--- config.mk ---
export PLATFORM = sky130hd
export DESIGN_NAME = spi_host_shift_engine
export DESIGN_NICKNAME = d
export VERILOG_FILES = /design/src/shared/spi_host_pkg.sv /design/src/logic/spi_host_shift_engine.sv
export SDC_FILE = /design/constraint.sdc
export NUM_CORES = 1
export LEC_CHECK = 0
export BUFFER_PORTS_ARGS = -buffer_cell sky130_fd_sc_hd__buf_4
export CORE_UTILIZATION = 33
export CTS_CLUSTER_SIZE = 14
export DETAILED_ROUTE_END_ITERATION = 8
export SYNTH_ARGS = -nofsm -noshare
export SYNTH_HDL_FRONTEND = slang
export SYNTH_SLANG_ARGS = --single-unit
--- constraint.sdc ---
create_clock -name pclk -period 5.9 [get_ports pclk]
set_input_delay 0 -clock pclk [delete_from_list [all_inputs] [get_ports pclk]]
set_output_delay 0 -clock pclk [all_outputs]
set_load 0.005 [all_outputs]
--- src/shared/spi_host_pkg.sv ---
// Constants, register layout and carrier types of the SPI shift engine.
package spi_host_pkg;

  // Register byte offsets on the APB bus.
  localparam logic [7:0] OFS_CONTROL_A   = 8'h00;
  localparam logic [7:0] OFS_CONTROL_B   = 8'h04;
  localparam logic [7:0] OFS_IRQ_CONTROL = 8'h08;
  localparam logic [7:0] OFS_IRQ_FLAG    = 8'h0C;
  localparam logic [7:0] OFS_DATA        = 8'h10;

  // Field positions in control_a.
  localparam int CA_ENABLE   = 0;
  localparam int CA_CLOCK_PRESCALER_LO = 1;
  localparam int CA_DOUBLE   = 4;
  localparam int CA_HOST     = 5;
  localparam int CA_ORDER    = 6;

  // Field positions in control_b.
  localparam int CB_MODE_LO = 0;
  localparam int CB_SSD     = 2;
  localparam int CB_WAIT    = 6;
  localparam int CB_BUF     = 7;

  // Field positions in irq_control and irq_flag.
  localparam int IC_DONE  = 0;
  localparam int IC_TXC   = 6;
  localparam int IF_DONE  = 7;
  localparam int IF_TXC   = 6;
  localparam int IF_EMPTY = 5;
  localparam int IF_WRITE_COLLISION_FLAG = 4;

  // Reset values.
  localparam logic [7:0] RST_BYTE  = 8'h00;
  localparam logic       RST_EMPTY = 1'b1;

  // Half SCK periods in pclk cycles, indexed by clock_prescaler.
  localparam logic [3:0][6:0] HALF_NORMAL = {7'h40, 7'h20, 7'h08, 7'h02};
  localparam logic [3:0][6:0] HALF_DOUBLE = {7'h20, 7'h10, 7'h04, 7'h01};

  // Transfer states.
  typedef enum logic [0:0] {ST_IDLE, ST_SHIFT} xfer_state_e;

  // One bit for each of the three SPI data and clock lines.
  typedef struct packed {
    logic sck;
    logic mosi;
    logic miso;
  } spi_lines_s;

endpackage

--- src/logic/spi_host_shift_engine.sv ---
// SPI shift engine with APB registers, host and client modes.
//
// The APB slave port and the placing of the registers are this design's own decisions.
`timescale 1ns/1ps

module spi_host_shift_engine (
  // Clock, reset and clock enable.
  input  wire logic                    pclk,
  input  wire logic                    presetn,
  input  wire logic                    clk_en,
  // APB slave.
  input  wire logic                    psel,
  input  wire logic                    penable,
  input  wire logic                    pwrite,
  input  wire logic [7:0]              paddr,
  input  wire logic [31:0]             pwdata,
  output logic [31:0]                  prdata,
  output logic                         pready,
  output logic                         pslverr,
  // Port direction settings and pin levels.
  input  wire spi_host_pkg::spi_lines_s port_dir,
  input  wire logic                    ss_dir,
  input  wire spi_host_pkg::spi_lines_s pin_in,
  input  wire logic                    ss_in_n,
  // Pin drive from the SPI logic.
  output spi_host_pkg::spi_lines_s     pin_level,
  output spi_host_pkg::spi_lines_s     pin_oe,
  // Interrupt requests.
  output logic                         irq_done,
  output logic                         irq_complete
);

  ////////////////////////////////////////////////////////////////////////////
  // Declarations.

  logic [7:0]                ctrl_a_reg;
  logic [7:0]                ctrl_b_reg;
  logic [7:0]                irq_ctrl_reg;
  logic [7:0]                shift_reg;
  logic [7:0]                tx_buf_reg;
  logic [7:0]                rx_data_reg;
  logic [7:0]                rx_buf_reg;
  logic [1:0]                rx_count_reg;
  logic [2:0]                bit_cnt_reg;
  logic [6:0]                div_cnt_reg;
  logic                      sck_reg;
  logic                      sample_reg;
  logic                      done_flag_reg;
  logic                      txc_flag_reg;
  logic                      empty_flag_reg;
  logic                      write_collision_flag_flag_reg;
  logic                      sck_s1_reg;
  logic                      sck_s2_reg;
  logic                      sck_s3_reg;
  spi_host_pkg::xfer_state_e state_reg;

  logic                      acc;
  logic                      wr;
  logic                      rd;
  logic                      hit;
  logic                      sel_a;
  logic                      sel_b;
  logic                      sel_ic;
  logic                      sel_if;
  logic                      sel_data;
  logic                      data_wr;
  logic                      enabled;
  logic                      host;
  logic                      client;
  logic                      buf_mode;
  logic                      busy;
  logic                      takeover;
  logic [6:0]                half_len;
  logic                      tick;
  logic                      rise;
  logic                      fall;
  logic                      in_bit;
  logic                      byte_done;
  logic [7:0]                rx_byte;
  logic                      out_bit;
  logic                      load_direct;
  logic                      load_buf;
  logic                      move_buf;
  logic                      pop;
  logic [7:0]                flag_clr;
  logic [31:0]               rd_mux;

  ////////////////////////////////////////////////////////////////////////////
  // APB decode.

  // The slave answers with one wait state; effects happen at the ready edge.
  assign acc      = psel & penable;
  assign wr       = acc & pready & pwrite;
  assign rd       = acc & pready & ~pwrite;
  assign sel_a    = paddr == spi_host_pkg::OFS_CONTROL_A;
  assign sel_b    = paddr == spi_host_pkg::OFS_CONTROL_B;
  assign sel_ic   = paddr == spi_host_pkg::OFS_IRQ_CONTROL;
  assign sel_if   = paddr == spi_host_pkg::OFS_IRQ_FLAG;
  assign sel_data = paddr == spi_host_pkg::OFS_DATA;
  assign hit      = sel_a | sel_b | sel_ic | sel_if | sel_data;
  assign data_wr  = wr & sel_data;
  assign flag_clr = (wr & sel_if) ? pwdata[7:0] : 8'h00;

  // Mode decode; the wait-for-receive bit is stored but unused in both modes.
  assign enabled  = ctrl_a_reg[spi_host_pkg::CA_ENABLE];
  assign host     = enabled & ctrl_a_reg[spi_host_pkg::CA_HOST];
  assign client   = enabled & ~ctrl_a_reg[spi_host_pkg::CA_HOST];
  assign buf_mode = ctrl_b_reg[spi_host_pkg::CB_BUF];
  assign busy     = (state_reg == spi_host_pkg::ST_SHIFT) | (bit_cnt_reg != 3'h0);

  // Another host pulling select low takes the bus from us.
  assign takeover = host & ~ctrl_b_reg[spi_host_pkg::CB_SSD] & ~ss_dir & ~ss_in_n;

  ////////////////////////////////////////////////////////////////////////////
  // Serial clock generation and client clock sampling.

  // Doubling halves each prescaler half period; two settings coincide, giving seven.
  assign half_len = ctrl_a_reg[spi_host_pkg::CA_DOUBLE] ?
                    spi_host_pkg::HALF_DOUBLE[ctrl_a_reg[spi_host_pkg::CA_CLOCK_PRESCALER_LO +: 2]] :
                    spi_host_pkg::HALF_NORMAL[ctrl_a_reg[spi_host_pkg::CA_CLOCK_PRESCALER_LO +: 2]];
  assign tick     = (state_reg == spi_host_pkg::ST_SHIFT) & (div_cnt_reg == half_len - 7'h01);

  // Host edges come from the divider, client edges from the synchronised pin.
  always_comb begin
    rise   = 1'b0;
    fall   = 1'b0;
    in_bit = 1'b0;
    if (host) begin
      rise   = tick & ~sck_reg;
      fall   = tick & sck_reg;
      in_bit = pin_in.miso;
    end else if (client & ~ss_in_n) begin
      rise   = sck_s2_reg & ~sck_s3_reg;
      fall   = ~sck_s2_reg & sck_s3_reg;
      in_bit = pin_in.mosi;
    end
  end

  // Shifted value: one bit leaves while one enters, in either order.
  assign rx_byte   = ctrl_a_reg[spi_host_pkg::CA_ORDER] ?
                     {sample_reg, shift_reg[7:1]} : {shift_reg[6:0], sample_reg};
  assign out_bit   = ctrl_a_reg[spi_host_pkg::CA_ORDER] ? shift_reg[0] : shift_reg[7];
  assign byte_done = fall & (bit_cnt_reg == 3'h7);

  // Divider counts half periods only while a host transfer runs.
  always_ff @(posedge pclk or negedge presetn) begin
    if (!presetn) begin
      div_cnt_reg <= 7'h00;
      sck_reg     <= 1'b0;
    end else if (clk_en) begin
      if (load_direct | (state_reg != spi_host_pkg::ST_SHIFT)) begin
        div_cnt_reg <= 7'h00;
        sck_reg     <= 1'b0;
      end else if (tick) begin
        div_cnt_reg <= 7'h00;
        sck_reg     <= ~sck_reg;
      end else begin
        div_cnt_reg <= div_cnt_reg + 7'h01;
      end
    end
  end

  // Two-stage synchroniser for the incoming client clock, plus edge history.
  always_ff @(posedge pclk or negedge presetn) begin
    if (!presetn) begin
      sck_s1_reg <= 1'b0;
      sck_s2_reg <= 1'b0;
      sck_s3_reg <= 1'b0;
    end else if (clk_en) begin
      sck_s1_reg <= pin_in.sck;
      sck_s2_reg <= sck_s1_reg;
      sck_s3_reg <= sck_s2_reg;
    end
  end

  ////////////////////////////////////////////////////////////////////////////
  // Transmit path.

  // Normal mode writes go straight to the shifter, even mid-byte in host mode,
  // which corrupts the byte on the wire. A busy client ignores them instead.
  always_comb begin
    if (buf_mode) begin
      load_direct = data_wr & empty_flag_reg & (~busy | byte_done);
    end else begin
      load_direct = data_wr & ~(client & busy);
    end
  end
  assign load_buf = data_wr & buf_mode & ~load_direct & empty_flag_reg;
  assign move_buf = byte_done & buf_mode & ~empty_flag_reg;

  // Shift register: software load, buffered byte, or one serial step.
  always_ff @(posedge pclk or negedge presetn) begin
    if (!presetn) begin
      shift_reg  <= spi_host_pkg::RST_BYTE;
      sample_reg <= 1'b0;
    end else if (clk_en) begin
      if (rise) begin
        sample_reg <= in_bit;
      end
      if (load_direct) begin
        shift_reg <= pwdata[7:0];
      end else if (move_buf) begin
        shift_reg <= tx_buf_reg;
      end else if (fall) begin
        shift_reg <= rx_byte;
      end
    end
  end

  // Transmit buffer holds the second byte of a buffered pair.
  always_ff @(posedge pclk or negedge presetn) begin
    if (!presetn) begin
      tx_buf_reg <= spi_host_pkg::RST_BYTE;
    end else if (clk_en && load_buf) begin
      tx_buf_reg <= pwdata[7:0];
    end
  end

  // A later write while the buffer is full is lost; the flag tells software.
  always_ff @(posedge pclk or negedge presetn) begin
    if (!presetn) begin
      empty_flag_reg <= spi_host_pkg::RST_EMPTY;
    end else if (clk_en) begin
      empty_flag_reg <= (empty_flag_reg & ~load_buf) | move_buf;
    end
  end

  ////////////////////////////////////////////////////////////////////////////
  // Transfer sequencing.

  // Host state: a write starts a byte; a waiting buffered byte chains on.
  always_ff @(posedge pclk or negedge presetn) begin
    if (!presetn) begin
      state_reg <= spi_host_pkg::ST_IDLE;
    end else if (clk_en) begin
      if (!host) begin
        state_reg <= spi_host_pkg::ST_IDLE;
      end else if (load_direct) begin
        state_reg <= spi_host_pkg::ST_SHIFT;
      end else if (byte_done && !move_buf) begin
        state_reg <= spi_host_pkg::ST_IDLE;
      end
    end
  end

  // Bit counter; a client drops a partial byte when deselected.
  always_ff @(posedge pclk or negedge presetn) begin
    if (!presetn) begin
      bit_cnt_reg <= 3'h0;
    end else if (clk_en) begin
      if ((host && load_direct) || (client && ss_in_n) || !enabled) begin
        bit_cnt_reg <= 3'h0;
      end else if (fall) begin
        bit_cnt_reg <= bit_cnt_reg + 3'h1;
      end
    end
  end

  ////////////////////////////////////////////////////////////////////////////
  // Receive path.

  // In buffer mode the data register is the head of a two-entry queue. When
  // full, the newest entry is overwritten, so software must keep up.
  assign pop = rd & sel_data & buf_mode & (rx_count_reg != 2'h0);

  always_ff @(posedge pclk or negedge presetn) begin
    if (!presetn) begin
      rx_data_reg  <= spi_host_pkg::RST_BYTE;
      rx_buf_reg   <= spi_host_pkg::RST_BYTE;
      rx_count_reg <= 2'h0;
    end else if (clk_en) begin
      if (!buf_mode) begin
        rx_count_reg <= 2'h0;
        if (byte_done) begin
          rx_data_reg <= rx_byte;
        end
      end else if (byte_done && pop) begin
        if (rx_count_reg == 2'h1) begin
          rx_data_reg <= rx_byte;
        end else begin
          rx_data_reg <= rx_buf_reg;
          rx_buf_reg  <= rx_byte;
        end
      end else if (byte_done) begin
        if (rx_count_reg == 2'h0) begin
          rx_data_reg  <= rx_byte;
          rx_count_reg <= 2'h1;
        end else begin
          rx_buf_reg   <= rx_byte;
          rx_count_reg <= 2'h2;
        end
      end else if (pop) begin
        rx_data_reg  <= rx_buf_reg;
        rx_count_reg <= rx_count_reg - 2'h1;
      end
    end
  end

  ////////////////////////////////////////////////////////////////////////////
  // Status flags; hardware set wins over a software clear in the same cycle.

  always_ff @(posedge pclk or negedge presetn) begin
    if (!presetn) begin
      done_flag_reg  <= 1'b0;
      txc_flag_reg   <= 1'b0;
      write_collision_flag_flag_reg <= 1'b0;
    end else if (clk_en) begin
      done_flag_reg  <= (done_flag_reg & ~flag_clr[spi_host_pkg::IF_DONE]) |
                        (byte_done & ~buf_mode) | takeover;
      txc_flag_reg   <= (txc_flag_reg & ~flag_clr[spi_host_pkg::IF_TXC]) |
                        (byte_done & buf_mode & ~move_buf & ~load_direct);
      write_collision_flag_flag_reg <= (write_collision_flag_flag_reg & ~flag_clr[spi_host_pkg::IF_WRITE_COLLISION_FLAG]) |
                        (data_wr & ~buf_mode & busy);
    end
  end

  // Requests are gated by their enables; global masking lies outside.
  always_ff @(posedge pclk or negedge presetn) begin
    if (!presetn) begin
      irq_done     <= 1'b0;
      irq_complete <= 1'b0;
    end else if (clk_en) begin
      irq_done     <= done_flag_reg & irq_ctrl_reg[spi_host_pkg::IC_DONE];
      irq_complete <= txc_flag_reg & irq_ctrl_reg[spi_host_pkg::IC_TXC];
    end
  end

  ////////////////////////////////////////////////////////////////////////////
  // Control registers.

  // Enable is expected last; other fields change behaviour at once.
  always_ff @(posedge pclk or negedge presetn) begin
    if (!presetn) begin
      ctrl_a_reg   <= spi_host_pkg::RST_BYTE;
      ctrl_b_reg   <= spi_host_pkg::RST_BYTE;
      irq_ctrl_reg <= spi_host_pkg::RST_BYTE;
    end else if (clk_en) begin
      if (wr && sel_a) begin
        ctrl_a_reg <= pwdata[7:0] & 8'h77;
      end
      if (takeover) begin
        ctrl_a_reg[spi_host_pkg::CA_HOST] <= 1'b0;
      end
      if (wr && sel_b) begin
        ctrl_b_reg <= pwdata[7:0] & 8'hC7;
      end
      if (wr && sel_ic) begin
        irq_ctrl_reg <= pwdata[7:0] & 8'h41;
      end
    end
  end

  // Read mux; the data register always shows the head of the receive side.
  always_comb begin
    rd_mux = 32'h0000_0000;
    unique case (1'b1)
      sel_a:    rd_mux[7:0] = ctrl_a_reg;
      sel_b:    rd_mux[7:0] = ctrl_b_reg;
      sel_ic:   rd_mux[7:0] = irq_ctrl_reg;
      sel_if:   rd_mux[7:0] = {done_flag_reg, txc_flag_reg, empty_flag_reg, write_collision_flag_flag_reg, 4'h0};
      sel_data: rd_mux[7:0] = rx_data_reg;
      default:  rd_mux = 32'h0000_0000;
    endcase
  end

  // Bus answer: one wait state, error on an unmapped offset.
  always_ff @(posedge pclk or negedge presetn) begin
    if (!presetn) begin
      pready  <= 1'b0;
      pslverr <= 1'b0;
      prdata  <= 32'h0000_0000;
    end else if (clk_en) begin
      pready  <= acc & ~pready;
      pslverr <= acc & ~pready & ~hit;
      if (acc && !pready) begin
        prdata <= rd_mux;
      end
    end
  end

  ////////////////////////////////////////////////////////////////////////////
  // Pin ownership; a disabled engine leaves every pin to the port logic.

  always_ff @(posedge pclk or negedge presetn) begin
    if (!presetn) begin
      pin_level <= '0;
      pin_oe    <= '0;
    end else if (clk_en) begin
      pin_level.sck  <= sck_reg;
      pin_level.mosi <= out_bit;
      pin_level.miso <= out_bit;
      pin_oe.sck     <= host & port_dir.sck;
      pin_oe.mosi    <= host & port_dir.mosi;
      pin_oe.miso    <= client & port_dir.miso & ~ss_in_n;
    end
  end
endmodule // spi_host_shift_engine

# Yosys cells after proc, flatten, opt, wreduce, memory -nomap -nowiden
# Cells that the tools add are included.
# word_totals
regBits	84
latchBits	0
mem_bits_rw	0
rom_bits	0
in_bits	54
word_cells	213
n_memories	0
# classes
addsub	4
n_mul	0
div_mod_pow	0
magnitude_cmp	1
n_eq_ne	13
n_shift	0
mux	46
bitwise_logic	80
reduce_logical	38
# ops
op	count
2-to-1 mux 8 bit	16
AND 1 bit	47
case mux 8 bit (5 select lines)	1
2-to-1 mux 7 bit	5
binary-select mux 7 bit (select 2 bit)	2
inverter 1 bit	21
AND reduction 2 bit	10
== test 8 x 4 -> 1 bit, second input constant	2
2-to-1 mux 1 bit	14
OR 1 bit	12
nonzero test 2 bit	6
2-to-1 mux 2 bit	5
logical AND 1 bit	9
nonzero test 3 bit	3
== test 8 x 3 -> 1 bit, second input constant	1
== test 8 x 5 -> 1 bit, second input constant	1
zero test 8 bit	1
adder 7 x 1 -> 7 bit, second input constant	1
== test 7 bit	1
subtractor 7 x 1 -> 7 bit, second input constant	1
2-to-1 mux 3 bit	2
2-to-1 mux 6 bit	1
inequality test 2 bit, second input constant	3
inequality test 3 x 1 -> 1 bit, second input constant	2
other kinds (12)	15

# Logic depth before layout (Yosys ltp)
# logic_depth
ltp_word	18
depth_mapped	12

# Least setup slack after synthesis
# Ideal clock, no wire load.
# synth_path
path_type	register to register
startpoint	register ctrl_a_reg[1]
endpoint	register rx_buf_reg[0]
arrival_time_ns	3.120
required_time_ns	5.775
slack_ns	2.655
path_stages_with_launch	12
period_less_slack_ns	3.245
path_cell_list	dfrtp_1 buf_2 or3b_4 ha_1 clkbuf_1 o311a_1 a21o_1 a2111oi_4 nor2_2 a2111o_1 buf_6 mux2_4
# synth_via
elab_chain_len	12
word_cells_on_any_way	17
# synth_lines
item	line	rtl
from (decl)	spi_host_shift_engine.sv:36	logic [7:0] ctrl_a_reg;
from (signal assigned)	spi_host_shift_engine.sv:334	ctrl_a_reg <= spi_host_pkg::RST_BYTE;
from (signal assigned)	spi_host_shift_engine.sv:339	ctrl_a_reg <= pwdata[7:0] & 8'h77;
binary-select mux 7 bit (select 2 bit), on equally long branches	spi_host_shift_engine.sv:120, spi_host_shift_engine.sv:119	
2-to-1 mux 7 bit, on equally long branches	spi_host_shift_engine.sv:120, spi_host_shift_engine.sv:119	
2-to-1 mux 7 bit *	spi_host_shift_engine.sv:118	assign half_len = ctrl_a_reg[spi_host_pkg::CA_DOUBLE] ?
subtractor 7 x 1 -> 7 bit *	spi_host_shift_engine.sv:121	assign tick = (state_reg == spi_host_pkg::ST_SHIFT) & (div_cnt_reg == half_len - 7'h01);
== test 7 bit *	spi_host_shift_engine.sv:121	
AND 1 bit *	spi_host_shift_engine.sv:121	
AND 1 bit *	spi_host_shift_engine.sv:130	fall = tick & sck_reg;
2-to-1 mux 1 bit *	spi_host_shift_engine.sv:128	if (host) begin
AND 1 bit *	spi_host_shift_engine.sv:143	assign byte_done = fall & (bit_cnt_reg == 3'h7);
logical AND 1 bit	spi_host_shift_engine.sv:277	end else if (byte_done && pop) begin
inequality test 2 bit (no line) or nonzero test 2 bit (tied branches)	--	
AND reduction 5 bit (no line)	--	
to (signal assigned)	spi_host_shift_engine.sv:269	rx_buf_reg <= spi_host_pkg::RST_BYTE;
to (signal assigned)	spi_host_shift_engine.sv:282	rx_buf_reg <= rx_byte;
to (signal assigned)	spi_host_shift_engine.sv:289	rx_buf_reg <= rx_byte;
to (decl)	spi_host_shift_engine.sv:42	logic [7:0] rx_buf_reg;
# Every way passes the cells marked *; elsewhere a longest branch is shown, timed or not. The select of a mux whose other input is x is not followed.
# A chain may end at the register's enable or synchronous reset.

# Worst setup path after layout
# layout_path
startpoint	register ctrl_a_reg[2]
endpoint	register rx_buf_reg[6]
# The elaborated chain is that of the path after synthesis.

==> impl_metrics.prom <==
# TYPE chip_impl_metric gauge
chip_impl_metric{name="met3_track_demand_over_resource_in_global_routing",unit=""} 0.0275
chip_impl_metric{name="hold_ws",unit="ps"} 28.1
chip_impl_metric{name="max-slew-margin-rel",unit=""} 0.254
chip_impl_info{name="hold_path.startpoint",value="ss_in_n"} 1
chip_impl_metric{name="via_count_of_the_routed_design",unit=""} 4050
chip_impl_metric{name="finalWorstSetupSlack",unit="ps"} 2070
chip_impl_metric{name="detailedRoute.firstIterationViolations",unit=""} 315
chip_impl_metric{name="fmaxAchievable",unit="GHz"} 0.261
chip_impl_metric{name="grt_pass1_vias",unit=""} 3911
chip_impl_info{name="timing.critical_path.cells",value="or3b_4 > ha_1 > nand2b_1 > a21boi_0 > o21ai_0 > a2111oi_4 > nor2_2 > a2111o_1 > mux2_4"} 1
chip_impl_info{name="ys_dominant_reg_cell",value="dfrtp_1"} 1
chip_impl_info{name="whs_endpoint",value="pin_oe[0]"} 1
chip_impl_metric{name="buffers_plus_inverters_on_the_worst_setup_path",unit=""} 0
chip_impl_metric{name="clk_transition_reported_paths",unit="ps"} 70
chip_impl_info{name="r2r_end",value="rx_buf_reg[6]"} 1
chip_impl_metric{name="met1_usage",unit=""} 0.253
chip_impl_metric{name="areaGrowthSynthToFinish",unit="%"} 16.6
chip_impl_metric{name="initial_utilization",unit=""} 0.339
chip_impl_metric{name="max_stage_delay",unit="ps"} 620
chip_impl_metric{name="r2r_slack",unit="ps"} 2070
chip_impl_metric{name="core_region_area",unit="µm²"} 14600
chip_impl_metric{name="maxCapViolCount",unit=""} 0
chip_impl_metric{name="routed_via_density",unit=""} 5.53
chip_impl_metric{name="hold-path-cell-count",unit=""} 3
chip_impl_metric{name="layout.cell_area.non_filler",unit="µm²"} 5760
chip_impl_metric{name="num_io_pins",unit=""} 96
chip_impl_metric{name="yosysWarningCount",unit=""} 0
chip_impl_metric{name="gr-total-overflow",unit=""} 0
chip_impl_info{name="setup_repair_after_global_routing_missed_its_margin",value="no"} 1
chip_impl_metric{name="htree_num_levels",unit=""} 3
chip_impl_metric{name="worst_clock_skew",unit="ps"} 6.96
chip_impl_metric{name="placed_cells_incl_taps",unit=""} 700
chip_impl_metric{name="number_of_nets_with_antenna_violations_after_routing",unit=""} 0
chip_impl_info{name="outcome",value="complete, no violations"} 1
chip_impl_info{name="tritoncts_clock_tree",value="yes"} 1
chip_impl_metric{name="gpl.final_weighted_congestion",unit=""} 0.829
chip_impl_metric{name="worst-endpoint-arrival",unit="ps"} 4060
chip_impl_metric{name="mappedNetlistArea",unit="µm²"} 4940
chip_impl_metric{name="synth-edff-count",unit=""} 0
chip_impl_info{name="hold_path.class",value="in2reg"} 1
chip_impl_metric{name="final_core_utilization",unit=""} 0.395
chip_impl_metric{name="groute.layer.met2.usage",unit=""} 0.244
chip_impl_info{name="critPathLaunchType",value="flop"} 1
chip_impl_metric{name="powerDensity",unit="nW/µm²"} 209
chip_impl_metric{name="number_of_antenna_violations_at_the_first_check_in_global_routing",unit=""} 0
chip_impl_metric{name="finalHoldViolations",unit=""} 0
chip_impl_metric{name="grtUsageTotal",unit=""} 0.171
chip_impl_info{name="critical-path-slowest-cell",value="a2111o_1"} 1
chip_impl_metric{name="cts_inserted_buffers",unit=""} 9
chip_impl_metric{name="placement_rows",unit=""} 44
chip_impl_metric{name="final_setup_fails",unit=""} 0
chip_impl_metric{name="routed_wl",unit="µm"} 12800
chip_impl_metric{name="worst-path-max-fanout",unit=""} 15
chip_impl_metric{name="layout_min_cycle_time",unit="ps"} 3830
chip_impl_metric{name="largest_net_degree_at_the_start_of_global_routing",unit=""} 85
chip_impl_metric{name="leakagePower",unit="nW"} 2.54
chip_impl_metric{name="dp_hpwl",unit="µm"} 8810
chip_impl_metric{name="dpl_cell_area",unit="µm²"} 5340
chip_impl_metric{name="ys_types",unit=""} 68
chip_impl_metric{name="vdd.ir_drop.worst",unit="V"} 0.000135
chip_impl_metric{name="ff2ff_path_depth",unit=""} 9
chip_impl_metric{name="setup_total_negative_slack",unit="ps"} 0
chip_impl_info{name="grt-busiest-layer",value="met1"} 1
chip_impl_metric{name="layoutNonFillerInstCount",unit=""} 732
chip_impl_metric{name="die_area",unit="µm²"} 15500
chip_impl_metric{name="ys_seq_area_frac",unit=""} 0.425
chip_impl_metric{name="ctsHoldBuffers",unit=""} 16
chip_impl_metric{name="cts-root-to-sink-buffers",unit=""} 2
chip_impl_info{name="critical_path_sink_type",value="flop"} 1
chip_impl_metric{name="postSynthCellCount",unit=""} 493
chip_impl_metric{name="fill_cells",unit=""} 1454
chip_impl_metric{name="floorplan.die.width",unit="µm"} 124
chip_impl_metric{name="final-max-slew-violation-count",unit=""} 0
chip_impl_metric{name="asyncSetResetFlopFracSynth",unit=""} 1.00
chip_impl_metric{name="critical_path_required",unit="ps"} 6130
chip_impl_metric{name="synth.avg_cell_area",unit="µm²"} 10.0
chip_impl_metric{name="timing.final.crit_share",unit=""} 0.649
chip_impl_metric{name="clock_latency",unit="ps"} 350
chip_impl_metric{name="wire_length_per_cell_after_detailed_routing",unit="µm"} 17.5
chip_impl_metric{name="synth-seq-cells",unit=""} 84
chip_impl_metric{name="clock_sink_count",unit=""} 84
chip_impl_metric{name="route.detailed.drc",unit=""} 0
chip_impl_metric{name="antenna-diode-count",unit=""} 0
chip_impl_metric{name="grt_pass1_wl",unit="µm"} 21100
chip_impl_info{name="path_class",value="reg2reg"} 1
chip_impl_metric{name="post_cts.repair.setup_buffers",unit=""} 0
chip_impl_metric{name="firstDrtPassIters",unit=""} 5
chip_impl_info{name="cts_root_buffer",value="clkbuf_16"} 1
chip_impl_metric{name="port_buffers",unit=""} 47
chip_impl_metric{name="nNetsFinal",unit=""} 604
chip_impl_metric{name="timing_worst_slew_pin_value",unit="ps"} 1120
chip_impl_info{name="origin_of_the_critical_flop_to_flop_path",value="ctrl_a_reg[2]"} 1
chip_impl_metric{name="layout_cells_sized_above_1",unit=""} 0.250
chip_impl_metric{name="place_worst_setup_slack",unit="ps"} 2130
chip_impl_metric{name="total_power",unit="mW"} 1.21
chip_impl_metric{name="fp.dieH",unit="µm"} 124
chip_impl_info{name="largest_delay_share_family_worst_path",value="compound AO/OA/AOI/OAI gates"} 1
chip_impl_metric{name="cts.repair.resized",unit=""} 0
area by class of cell:
class | instances | area [µm²] | area share
sequential | 84 | 2100 | 0.365
multi-input combinational | 364 | 2560 | 0.445
timing repair buffer | 65 | 528 | 0.0916
clock inverter | 6 | 40.0 | 0.00695
inverter | 19 | 71.3 | 0.0124
clock buffer | 10 | 229 | 0.0397
tap | 184 | 230 | 0.0399
worst max-delay path by stage:
stage,start,to,depth (start not counted)
4_1_cts,ctrl_a_reg[2],rx_buf_reg[6],9
6_report,ctrl_a_reg[2],rx_buf_reg[6],9
3_3_place_gp,ctrl_a_reg[2],rx_buf_reg[4],8
5_1_grt,ctrl_a_reg[2],tx_buf_reg[4],9
2_1_floorplan,ctrl_a_reg[1],rx_buf_reg[0],11
3_5_place_dp,ctrl_a_reg[2],rx_buf_reg[3],9
worst register-to-register path, stage by stage (launching register included):
cell and delay [ps]:
dfrtp_1 530, or3b_4 450, ha_1 300, nand2b_1 170
a21boi_0 230, o21ai_0 240, a2111oi_4 510, nor2_2 270
a2111o_1 630, mux2_4 380
per-layer routing:
| metal | vias up | routed length [µm] |
|---|---|---|
| met5 | - | 0 |
| met4 | 0 | 256 |
| met3 | 23 | 721 |
| met2 | 166 | 5440 |
| met1 | 2011 | 6420 |
| li1 | 1850 | - |
kinds of logic after synthesis:
| kind of cell | share of synthesized area |
|---|---|
| AO/OA/AOI/OAI | 0.175 |
| XOR/XNOR | 0.00886 |
| adder cells (fa/ha/maj) | 0.0177 |
| buffers and inverters | 0.0737 |
| flip-flops | 0.425 |
| multiplexers | 0.146 |
| other | 0.000759 |
| AND/OR/NAND/NOR | 0.153 |
power by group:
part,total [mW],switching [mW],internal (mW)
combinational,0.0852,0.0497,0.0355
sequential,0.589,0.00602,0.583
clock,0.532,0.247,0.286
cell usage in the layout (no fill, tap or decap), drive strengths merged, types with 3 or more instances in the layout:
master and n:
a21o 4, a21oi 24, a22o 8, a22oi 6, a31o 3, a31oi 10, and3 3, buf 49
clkbuf 10, clkinv 5, conb 24, dfrtp 83, dlygate4sd3 16, ha 7, inv 19, mux2 57
mux2i 5, nand2 51, nand2b 8, nand3 18, nand4 5, nor2 22, nor2b 6, nor3 5
nor3b 4, nor4 3, o21a 5, o21ai 21, o22ai 5, o2bb2ai 3, o311ai 10, o31ai 4
or2 3, or3 5, or3b 3, xnor2 4
cell usage after synthesis (7+ instances only):
library cell | n | area share
nand2_1 | 51 | 0.039
a21oi_1 | 24 | 0.024
o311ai_0 | 10 | 0.018
nand3_1 | 18 | 0.018
mux2_2 | 48 | 0.11
mux2_4 | 8 | 0.024
dfrtp_1 | 83 | 0.42
ha_1 | 7 | 0.018
o21ai_0 | 20 | 0.020
a31oi_1 | 10 | 0.013
inv_1 | 18 | 0.014
clkbuf_1 | 16 | 0.012
nor2_1 | 21 | 0.016
buf_4 | 25 | 0.038
a22o_1 | 8 | 0.014
nand2b_1 | 8 | 0.010
Power figures use the tool's default switching activity.
